--- src/inc/sls_pkg.sv ---
package sls_pkg;

   // ------------------------------------------------------------
   // Timing
   // ------------------------------------------------------------
   localparam int CLK_MHZ      = 250;
   localparam int TICK_US      = 1000;                 // Pattern time base: 1 ms
   localparam int TICK_CYC     = TICK_US * CLK_MHZ;    // 250000 cycles
   localparam int FRAME_MS     = 1000;                 // Yellow pattern length
   localparam int HALF_MS      = 500;                  // Fade ramp / hold / slow blink
   localparam int FAST_MS      = 125;                  // 8 blinks per second
   localparam int FAST_ON_MS   = 62;
   localparam int SLOT_MS      = 200;                  // Blink group slot
   localparam int SLOT_ON_MS   = 100;
   localparam int BOOT_FRAME_MS = 1400;                // Bootloader double blink
   localparam int SUSP_ON_MS   = 20;                   // Suspend heartbeat pulse
   localparam int FLICK_MS     = 50;                   // Activity / command blink
   localparam int PWM_STEPS    = 250;                  // Duty steps per ramp

   // ------------------------------------------------------------
   // Register map (byte addresses)
   // ------------------------------------------------------------
   localparam logic [3:0]  CTRL_OFS    = 4'h0;
   localparam logic [3:0]  STATUS_OFS  = 4'h4;
   localparam logic [3:0]  FRAME_OFS   = 4'h8;
   localparam int          CTRL_EN_BIT = 0;
   localparam logic        CTRL_EN_RST = 1'b1;
   localparam int          ST_BUSY_BIT = 16;
   localparam int          ST_LED_LSB  = 17;

   // ------------------------------------------------------------
   // Yellow patterns
   // ------------------------------------------------------------
   typedef enum logic [10:0] {
      Y_OFF        = 11'h001,
      Y_SOLID      = 11'h002,
      Y_FADE_UP    = 11'h004,
      Y_FADE_DN    = 11'h008,
      Y_ON_BLINK2  = 11'h010,
      Y_ON_BLINK1  = 11'h020,
      Y_FAST8      = 11'h040,
      Y_SLOW       = 11'h080,
      Y_OFF_BLINK3 = 11'h100,
      Y_OFF_BLINK2 = 11'h200,
      Y_OFF_BLINK1 = 11'h400
   } sls_ypat_t;

   // Internal status inputs of the controller
   typedef struct packed {
      logic usb_configured;     // Host recognized the device
      logic usb_activity;       // Pulse per USB transaction
      logic usb_suspend;
      logic usb_power_only;     // Board powered from USB alone
      logic err_active;
      logic safe_start_only;    // Safe-start violation is the only error
      logic coils_energized;    // From driver drive signals, not motor feedback
      logic vel_pos;
      logic vel_neg;
      logic driver_fault;       // Overcurrent or overtemperature
      logic motor_supply_input_low;
      logic coil_release_cmd;   // Coils released by explicit command
      logic boot_mode;
      logic boot_recognized;
      logic usb_cmd_rx;         // Pulse per USB command in bootloader
      logic app_image_present;
   } sls_status_t;

   typedef struct packed {
      logic green;
      logic red;
      logic yellow;
   } sls_leds_t;

endpackage : sls_pkg

--- src/design/sls_led_seq.sv ---
// Our own choices: the Avalon-MM register port and the register addresses.
`timescale 1ns/1ns
// Contract
// - After USB connect, blink green slowly until host recognizes device.
// - Once recognized, green on, briefly off on USB traffic.
// - In USB suspend on USB power, pulse green briefly once a second.
// - Red indicator equals the error output pin.
// - Energized, positive velocity: yellow fades in 0.5 s, holds full 0.5 s.
// - Energized, negative velocity: yellow fades out 0.5 s, holds full 0.5 s.
// - Energized, stopped, no error: yellow steady full.
// - Energized with non safe-start error: yellow on, blinks off twice.
// - Energized, only safe-start error: yellow on, blinks off once.
// - De-energized by driver fault: yellow blinks 8 times per second.
// - De-energized, supply low: yellow 0.5 s on, 0.5 s off.
// - Released by command: yellow mostly off, groups of three blinks.
// - De-energized, non safe-start error: yellow off, groups of two blinks.
// - De-energized, only safe-start error: yellow off, single blink.
// - New yellow pattern starts only after current one completes.
// - Yellow derives from driver drive signals only, no motor feedback.
// - After abnormal reset, yellow blinks eight times in one second, red lit.
// - During startup blinking ignore commands, skip inputs, coils off.
// - Bootloader recognized: green double blink every 1.4 s.
// - Bootloader: yellow solid, quick blink on each USB command.
// - Bootloader: red lit exactly when no application image present.
module sls_led_seq
  import sls_pkg::*;
#(
   parameter int TICK_CYCLES = sls_pkg::TICK_CYC
)(
   input  wire logic               clk,
   input  wire logic               rst_n,
   input  wire logic               ce,
   input  wire sls_pkg::sls_status_t sts,
   input  wire logic               reset_abnormal,
   output sls_pkg::sls_leds_t      leds,
   output logic                    err_out,
   output logic                    startup_busy,
   input  wire logic [3:0]         avs_address,
   input  wire logic               avs_read,
   input  wire logic               avs_write,
   input  wire logic [31:0]        avs_writedata,
   input  wire logic [3:0]         avs_byteenable,
   output logic [31:0]             avs_readdata,
   output logic                    avs_waitrequest
);

   // ------------------------------------------------------------
   // Millisecond time base
   // ------------------------------------------------------------
   logic [17:0] pre_q;
   logic        ms_tick;

   assign ms_tick = (pre_q == 18'(TICK_CYCLES - 1));

   // Prescaler from clock to 1 ms
   always_ff @(posedge clk) begin
      if (!rst_n) begin
         pre_q <= 18'h0;
      end else if (ce) begin
         pre_q <= ms_tick ? 18'h0 : pre_q + 18'h1;
      end
   end

   // ------------------------------------------------------------
   // Yellow frame timing
   // ------------------------------------------------------------
   logic [9:0] frame_q;
   logic [6:0] fast_q;
   logic [7:0] pwm_q;
   logic       frame_end;

   assign frame_end = ms_tick && (frame_q == 10'(FRAME_MS - 1));

   // Frame and 8 Hz sub-counters restart together so groups stay aligned
   always_ff @(posedge clk) begin
      if (!rst_n) begin
         frame_q <= 10'h0;
         fast_q  <= 7'h0;
      end else if (ce && ms_tick) begin
         frame_q <= frame_end ? 10'h0 : frame_q + 10'h1;
         fast_q  <= (frame_end || fast_q == 7'(FAST_MS - 1)) ? 7'h0 : fast_q + 7'h1;
      end
   end

   // PWM carrier, one full sweep every PWM_STEPS clock cycles
   always_ff @(posedge clk) begin
      if (!rst_n) begin
         pwm_q <= 8'h0;
      end else if (ce) begin
         pwm_q <= (pwm_q == 8'(PWM_STEPS - 1)) ? 8'h0 : pwm_q + 8'h1;
      end
   end

   // ------------------------------------------------------------
   // Startup blinking after abnormal reset
   // ------------------------------------------------------------
   logic chk_q;
   logic startup_q;

   // Reset cause is caught by a clocked sample right after release
   always_ff @(posedge clk) begin
      if (!rst_n) begin
         chk_q     <= 1'b1;
         startup_q <= 1'b0;
      end else if (ce) begin
         if (chk_q) begin
            chk_q     <= 1'b0;
            startup_q <= reset_abnormal;
         end else if (frame_end) begin
            startup_q <= 1'b0;
         end
      end
   end

   // Holds coils off and tells the core to drop commands and inputs
   assign startup_busy = startup_q | chk_q;

   // ------------------------------------------------------------
   // Yellow pattern selection
   // ------------------------------------------------------------
   sls_ypat_t ysel;
   sls_ypat_t ypat_q;

   // Only drive-side status is used; nothing from the motor itself
   always_comb begin
      ysel = Y_OFF;
      if (sts.coils_energized) begin
         if (sts.vel_pos) begin
            ysel = Y_FADE_UP;
         end else if (sts.vel_neg) begin
            ysel = Y_FADE_DN;
         end else if (sts.err_active && sts.safe_start_only) begin
            ysel = Y_ON_BLINK1;
         end else if (sts.err_active) begin
            ysel = Y_ON_BLINK2;
         end else begin
            ysel = Y_SOLID;
         end
      end else if (sts.driver_fault) begin
         ysel = Y_FAST8;
      end else if (sts.motor_supply_input_low) begin
         ysel = Y_SLOW;
      end else if (sts.coil_release_cmd) begin
         ysel = Y_OFF_BLINK3;
      end else if (sts.err_active && !sts.safe_start_only) begin
         ysel = Y_OFF_BLINK2;
      end else if (sts.err_active) begin
         ysel = Y_OFF_BLINK1;
      end
   end

   // Pattern swaps only at a frame boundary, so none is cut short
   always_ff @(posedge clk) begin
      if (!rst_n) begin
         ypat_q <= Y_OFF;
      end else if (ce && frame_end) begin
         ypat_q <= startup_busy ? Y_OFF : ysel;
      end
   end

   // True inside the first n slots of the frame during a slot's lit part
   function automatic logic grp_on(input logic [9:0] ms, input int n);
      logic hit;
      hit = 1'b0;
      for (int k = 0; k < 3; k++) begin
         if (k < n && ms >= 10'(k * SLOT_MS) && ms < 10'(k * SLOT_MS + SLOT_ON_MS)) begin
            hit = 1'b1;
         end
      end
      return hit;
   endfunction : grp_on

   logic [7:0] duty;
   logic       fast_on;
   logic       y_norm;

   // Duty rises one step per 2 ms across the ramp
   assign duty    = 8'(frame_q >> 1);
   assign fast_on = (fast_q < 7'(FAST_ON_MS));

   always_comb begin
      case (ypat_q)
         Y_OFF:        y_norm = 1'b0;
         Y_SOLID:      y_norm = 1'b1;
         Y_FADE_UP:    y_norm = (frame_q >= 10'(HALF_MS)) || (pwm_q < duty);
         Y_FADE_DN:    y_norm = (frame_q >= 10'(HALF_MS)) ||
                                (pwm_q < 8'(PWM_STEPS) - duty);
         Y_ON_BLINK2:  y_norm = !grp_on(frame_q, 2);
         Y_ON_BLINK1:  y_norm = !grp_on(frame_q, 1);
         Y_FAST8:      y_norm = fast_on;
         Y_SLOW:       y_norm = (frame_q < 10'(HALF_MS));
         Y_OFF_BLINK3: y_norm = grp_on(frame_q, 3);
         Y_OFF_BLINK2: y_norm = grp_on(frame_q, 2);
         Y_OFF_BLINK1: y_norm = grp_on(frame_q, 1);
         default:      y_norm = 1'b0;
      endcase
   end

   // ------------------------------------------------------------
   // Green timing and activity flicker
   // ------------------------------------------------------------
   logic [10:0] gms_q;
   logic        g_end;
   logic [5:0]  flick_q;
   logic [5:0]  cmd_q;

   assign g_end = ms_tick && (gms_q == (sts.boot_mode ? 11'(BOOT_FRAME_MS - 1)
                                                      : 11'(FRAME_MS - 1)));

   // Green period is 1.4 s in bootloader, 1 s otherwise
   always_ff @(posedge clk) begin
      if (!rst_n) begin
         gms_q <= 11'h0;
      end else if (ce && ms_tick) begin
         gms_q <= g_end ? 11'h0 : gms_q + 11'h1;
      end
   end

   // A new event restarts the flicker, so a burst reads as one dark gap
   always_ff @(posedge clk) begin
      if (!rst_n) begin
         flick_q <= 6'h0;
      end else if (ce) begin
         if (sts.usb_activity) begin
            flick_q <= 6'(FLICK_MS);
         end else if (ms_tick && flick_q != 6'h0) begin
            flick_q <= flick_q - 6'h1;
         end
      end
   end

   always_ff @(posedge clk) begin
      if (!rst_n) begin
         cmd_q <= 6'h0;
      end else if (ce) begin
         if (sts.usb_cmd_rx) begin
            cmd_q <= 6'(FLICK_MS);
         end else if (ms_tick && cmd_q != 6'h0) begin
            cmd_q <= cmd_q - 6'h1;
         end
      end
   end

   logic g_raw;

   always_comb begin
      if (sts.usb_suspend && sts.usb_power_only) begin
         g_raw = (gms_q < 11'(SUSP_ON_MS));
      end else if (sts.boot_mode && sts.boot_recognized) begin
         g_raw = (gms_q < 11'(SLOT_ON_MS)) ||
                 (gms_q >= 11'(SLOT_MS) && gms_q < 11'(SLOT_MS + SLOT_ON_MS));
      end else if (sts.boot_mode || !sts.usb_configured) begin
         g_raw = (gms_q < 11'(HALF_MS));
      end else begin
         g_raw = (flick_q == 6'h0);
      end
   end

   // ------------------------------------------------------------
   // Register file
   // ------------------------------------------------------------
   logic        ctrl_en_q;
   logic        ack_q;
   logic [31:0] rdata_q;
   logic        req;

   assign req             = avs_read || avs_write;
   assign avs_waitrequest = req && !ack_q; // One wait state on every access
   assign avs_readdata    = rdata_q;

   // Each access is answered on the edge after it is first seen
   always_ff @(posedge clk) begin
      if (!rst_n) begin
         ack_q <= 1'b0;
      end else if (ce) begin
         ack_q <= req && !ack_q;
      end
   end

   always_ff @(posedge clk) begin
      if (!rst_n) begin
         ctrl_en_q <= CTRL_EN_RST;
      end else if (ce && avs_write && ack_q && avs_address == CTRL_OFS &&
                   avs_byteenable[0]) begin
         ctrl_en_q <= avs_writedata[CTRL_EN_BIT];
      end
   end

   // Read data captured while waitrequest is high; unmapped reads zero
   always_ff @(posedge clk) begin
      if (!rst_n) begin
         rdata_q <= 32'h0;
      end else if (ce && avs_read && !ack_q) begin
         rdata_q <= 32'h0;
         case (avs_address)
            CTRL_OFS: rdata_q[CTRL_EN_BIT] <= ctrl_en_q;
            STATUS_OFS: begin
               rdata_q[10:0]                    <= ypat_q;
               rdata_q[ST_BUSY_BIT]             <= startup_busy;
               rdata_q[ST_LED_LSB +: 3]         <= leds;
            end
            FRAME_OFS:  rdata_q[9:0] <= frame_q;
            default:    rdata_q <= 32'h0;
         endcase
      end
   end

   // ------------------------------------------------------------
   // Outputs
   // ------------------------------------------------------------
   logic err_q;
   logic red_d;
   logic yel_d;

   // Error pin and red share one source; startup forces it lit unless in bootloader
   always_comb begin
      if (sts.boot_mode) begin
         red_d = !sts.app_image_present;
         yel_d = (cmd_q == 6'h0);
      end else if (startup_busy) begin
         red_d = 1'b1;
         yel_d = fast_on;
      end else begin
         red_d = sts.err_active;
         yel_d = y_norm;
      end
   end

   // LEDs come from flops; the enable blanks green and yellow but not red or the error pin
   always_ff @(posedge clk) begin
      if (!rst_n) begin
         err_q  <= 1'b0;
         leds   <= '0;
      end else if (ce) begin
         err_q       <= red_d;
         leds.red    <= red_d;
         leds.green  <= ctrl_en_q && g_raw;
         leds.yellow <= ctrl_en_q && yel_d;
      end
   end

   assign err_out = err_q;

endmodule : sls_led_seq

--- config.mk ---
export PLATFORM = sky130hd
export DESIGN_NAME = sls_led_seq
export DESIGN_NICKNAME = d
export VERILOG_FILES = /design/src/inc/sls_pkg.sv /design/src/design/sls_led_seq.sv
export SDC_FILE = /design/constraint.sdc
export NUM_CORES = 1
export LEC_CHECK = 0
export BUFFER_PORTS_ARGS = -buffer_cell sky130_fd_sc_hd__buf_2
export CORE_MARGIN = 3
export CORE_UTILIZATION = 61
export DETAILED_ROUTE_END_ITERATION = 10
export PLACE_DENSITY = 0.87
export SYNTH_ARGS = -nofsm -noshare
export SYNTH_HDL_FRONTEND = slang
export SYNTH_SLANG_ARGS = --single-unit
--- constraint.sdc ---
create_clock -name clk -period 7.3 [get_ports clk]
set_clock_uncertainty 0.05 [all_clocks]
set_input_delay 2.19 -clock clk [delete_from_list [all_inputs] [get_ports clk]]
set_output_delay 2.19 -clock clk [all_outputs]
set_load 0.05 [all_outputs]
# After elaboration in Yosys (flattened, before gate mapping)
# Cells that the tools add are included.
[word_totals]
register_bits = 99
inputBits = 62
output_inout_bits = 38
elab_cells = 143
[op_classes]
add_sub_neg = 8
magnitude_cmp = 15
n_eq_ne = 17
n_mux = 40
n_bitwise = 1
n_reduce_logical = 46
[op_table]
columns = ["op", "n"]
rows = [
  ["two-way mux 11 bit", 9],
  ["two-way mux 6 bit", 7],
  ["logical AND 1 bit", 23],
  ["less-than comparator 11 x 9 -> 1 bit, second input constant", 2],
  [">= comparator 10 x 9 -> 1 bit, second input constant", 2],
  ["less-than comparator 10 x 9 -> 1 bit, second input constant", 2],
  ["adder 18 x 1 -> 18 bit, second input constant", 1],
  ["== test 18 bit, second input constant", 1],
  ["two-way mux 18 bit", 1],
  ["case mux 9 bit (2 select lines)", 1],
  ["less-than comparator 8 bit", 2],
  ["two-way mux 1 bit", 15],
  ["logical NOT 6 bit", 2],
  ["nonzero test 6 bit", 2],
  ["subtractor 6 x 1 -> 6 bit, second input constant", 2],
  ["adder 11 x 1 -> 11 bit, second input constant", 1],
  ["== test 11 x 10 -> 1 bit, second input constant", 1],
  ["== test 11 bit", 1],
  ["== test 11 bit, second input constant", 1],
  ["== test 11 x 2 -> 1 bit, second input constant", 1],
  ["== test 11 x 3 -> 1 bit, second input constant", 1],
  ["== test 11 x 4 -> 1 bit, second input constant", 1],
  ["== test 11 x 5 -> 1 bit, second input constant", 1],
  ["== test 11 x 6 -> 1 bit, second input constant", 1],
  ["32 further kinds", 46],
]

# Longest topological paths before layout
[depth]
depth_word = 10
depth_mapped = 12
depth_no_buf = 11

# Worst setup path after synthesis
# No wires, ideal clock.
[synth_path]
path_kind = "input -> output"
start = "input avs_write"
end = "output avs_waitrequest"
t_arrival_ns = 2.892
required_time_ns = 5.060
path_slack_ns = 2.168
cell_stages = 2
n_path_buf = 0
path_cell_list = "nor2_1 nor2_1"
[synth_via]
elab_chain_cells = 2
[synth_lines]
columns = ["item", "line_no", "rtl"]
rows = [
  ["from (decl)", "sls_led_seq.sv:40", "input wire logic avs_write,"],
  ["logical OR 1 bit", "sls_led_seq.sv:267", "assign req = avs_read || avs_write;"],
  ["logical AND 1 bit", "sls_led_seq.sv:268", "assign avs_waitrequest = req && !ack_q;"],
  ["to (decl)", "sls_led_seq.sv:44", "output logic avs_waitrequest"],
]
# No other way between the ends.

# Worst setup path after layout
[layout_path]
start = "input avs_read"
end = "output avs_waitrequest"
[layout_via]
elab_chain_cells = 2
[layout_lines]
columns = ["item", "line_no", "rtl"]
rows = [
  ["from (decl)", "sls_led_seq.sv:39", "input wire logic avs_read,"],
  ["logical OR 1 bit", "sls_led_seq.sv:267", ""],
  ["logical AND 1 bit", "sls_led_seq.sv:268", ""],
]
# No other way between the ends.

==> results.toml <==
[outcome]
outcome = "finished, final reports clean"

[timing]
setup_violations = 0
hold_viol_final = 0
tns_ns = 0
fmax_ghz = 0.202
min_period_over_period_pct = 67.9
finalCriticalPeriod_ns = 4.96
slew_headroom_pct = 15.4
grt_setup_unrepaired = "false"
worst_pin_slew_ns = 1.27
drv_slew = 0
setup_ws_ns = 2.34

[floorplan]
die_y_um = 101
fp.coreArea_um2 = 8760
ioPinCount = 100
row_count = 34
start_util_pct = 63.0
chipWidth_um = 101
fp.dieArea_um2 = 10200

[detailed_routing]
drtPass1Iterations = 5
drc = 0
via_per_inst = 6.09
routedWlPerCell_um = 16.2
drt-total-wl_mm = 13.0
vias = 4893
drt-initial-drc-count = 336
final_antenna_net_count = 0

[final_layout]
antenna_cells = 0
layout-drive-gt1-share_pct = 11.1
final_cell_mix = "99 x dfxtp_1, 62 x nor2_1, 61 x nand2_1"
final_common_cell = "dfxtp_1"
final_nets = 781
post-route-util_pct = 68.0
syn2layout_area_growth_pct = 7.81
fillers = 716
fin_area_um2 = 5960

[placed_design]
io_buffers = 48
placed_area_um2 = 5740
gp_congestion = 0.915
hpwl_mm = 9.51
pre_cts_ws_ns = 2.34

[power_and_ir_drop]
p_total_mw = 1.06
p_per_area_nw_per_um2 = 178
leakagePower_nw = 2.41
ir_drop_mv = 0.147

[clock_network]
path_clk_slew_ns = 0.11
cts_made_buffers = 9
clk_path_buf_depth = 2
clock-sinks = 99
htree_levels = 3
hold_buffers = 0
clock_latency_ns = 0.38
clock-root-buffer = "clkbuf_8"
postCtsSetupBuffers = 0
cts_tree = "yes"
post_cts_resized = 0

[yosys]
ys_ff_latch = 99
ys_types = 65
synth_area_per_cell_um2 = 8.41
async_flop_share_pct = 0
synth-edff-count = 0
syn_inst = 657
ys_warn_count = 0
ys.flop_type = "dfxtp_1"
syn_area_um2 = 5530
yosysSeqAreaShare_pct = 35.9

[global_route]
antenna_found_initial = 0
first_global_vias = 4559
grt_max_degree = 49
grt.total_usage_pct = 25.4
overflow = 0
grt_pass1_wl_mm = 21.2

[critical_path]
worst_setup_path_start_kind = "primary input"
crit_type = "in2out"
worstPathRequired_ns = 5.06
endpoint_kind = "primary output"
path_max_fanout = 3
crit_arrival_ns = 2.72

[worst_hold_path]
hold_path_class = "reg2reg"

[run]
maxCapViolations = 0
-- final timing paths --
| path | from | to | slack [ns] | depth (start not counted) |
|---|---|---|---|---|
| hold / removal | avs_readdata[18]$_SDFFE_PN0P_ | avs_readdata[18]$_SDFFE_PN0P_ | 0.43 | 2 |
| setup reg to reg | pre_q[5]$_SDFFE_PN0P_ | ypat_q[1]$_SDFFE_PN0P_ | 4.14 | 6 |
| setup / recovery | avs_read | avs_waitrequest | 2.34 | 4 |
| hold reg to reg | avs_readdata[18]$_SDFFE_PN0P_ | avs_readdata[18]$_SDFFE_PN0P_ | 0.43 | 2 |
-- registers in the layout, indices dropped and copies added, names as in the netlist, 2 cells and up --
register,count
pwm_q,8
gms_q,11
avs_readdata,15
cmd_q,6
frame_q,10
ypat_q,11
fast_q,7
leds,2
pre_q,18
flick_q,6
-- power by group --
| group | leakage [nW] | total [mW] | internal [mW] | switching (mW) |
|---|---|---|---|---|
| Clock | 0.110 | 0.382 | 0.175 | 0.207 |
| Sequential | 0.803 | 0.559 | 0.551 | 0.00881 |
| Combinational | 1.49 | 0.116 | 0.0314 | 0.0849 |
| Total | 2.41 | 1.06 | 0.757 | 0.301 |
-- cell type report --
type	instances	area [µm²]	share of cell area, %
Clock buffer	10	138	2.31
Clock inverter	6	76.3	1.28
Inverter	28	105	1.76
Multi-Input combinational cell	501	3260	54.7
Sequential cell	99	1980	33.3
Tap cell	108	135	2.27
Timing Repair Buffer	51	263	4.41
-- critical path: stages --
cell and delay, ns:
buf_2 0.09, nor2_1 0.04, nor2_1 0.11, buf_2 0.28
-- metal layers --
metal	routed length [µm]	share of wire (%)	track usage (%)
met4	271	2.1	9.30
met1	5590	43	32.2
met2	6450	50	43.2
met3	669	5.2	4.55
met5	0	0	0
-- logic make-up (layout without fill, tap and decap cells) --
| group | Yosys count | after routing | synth area share, % |
|---|---|---|---|
| DFF | 99 | 99 | 35.9 |
| other | 1 | 17 | 0.0679 |
| xor gates and xnor gates | 53 | 53 | 8.40 |
| muxes | 4 | 4 | 0.747 |
| adders and majority gates | 29 | 29 | 6.57 |
| AOI/OAI and AO/OA | 124 | 124 | 15.7 |
| buffers and inverters | 73 | 95 | 6.36 |
| and+or+nand+nor | 274 | 274 | 26.3 |
-- metrics by stage --
stage | hold slack [ns] | instances
2_1_floorplan | 0.403 | 673
4_1_cts | 0.428 | 803
5_1_grt | 0.445 | 803
6_report | 0.426 | 803
3_3_place_gp | 0.400 | 787
3_5_place_dp | 0.414 | 787
-- Yosys cell counts, types with 9 or more instances --
| cell | number | area, µm² |
|---|---|---|
| a21oi_1 | 19 | 95.1 |
| nand4_1 | 25 | 156 |
| a21boi_0 | 18 | 135 |
| clkbuf_1 | 21 | 78.8 |
| nand2_1 | 61 | 229 |
| ha_1 | 29 | 363 |
| nand3_1 | 34 | 170 |
| a221o_1 | 9 | 90.1 |
| or3_1 | 14 | 87.6 |
| o21ai_0 | 28 | 140 |
| xnor2_1 | 23 | 201 |
| nor3_1 | 23 | 115 |
| nor2_1 | 62 | 233 |
| dfxtp_1 | 99 | 1980 |
| o211a_1 | 9 | 90.1 |
| inv_1 | 27 | 101 |
| xor2_1 | 30 | 263 |
| buf_4 | 18 | 135 |
No activity file was read; power rests on OpenSTA's default activity.
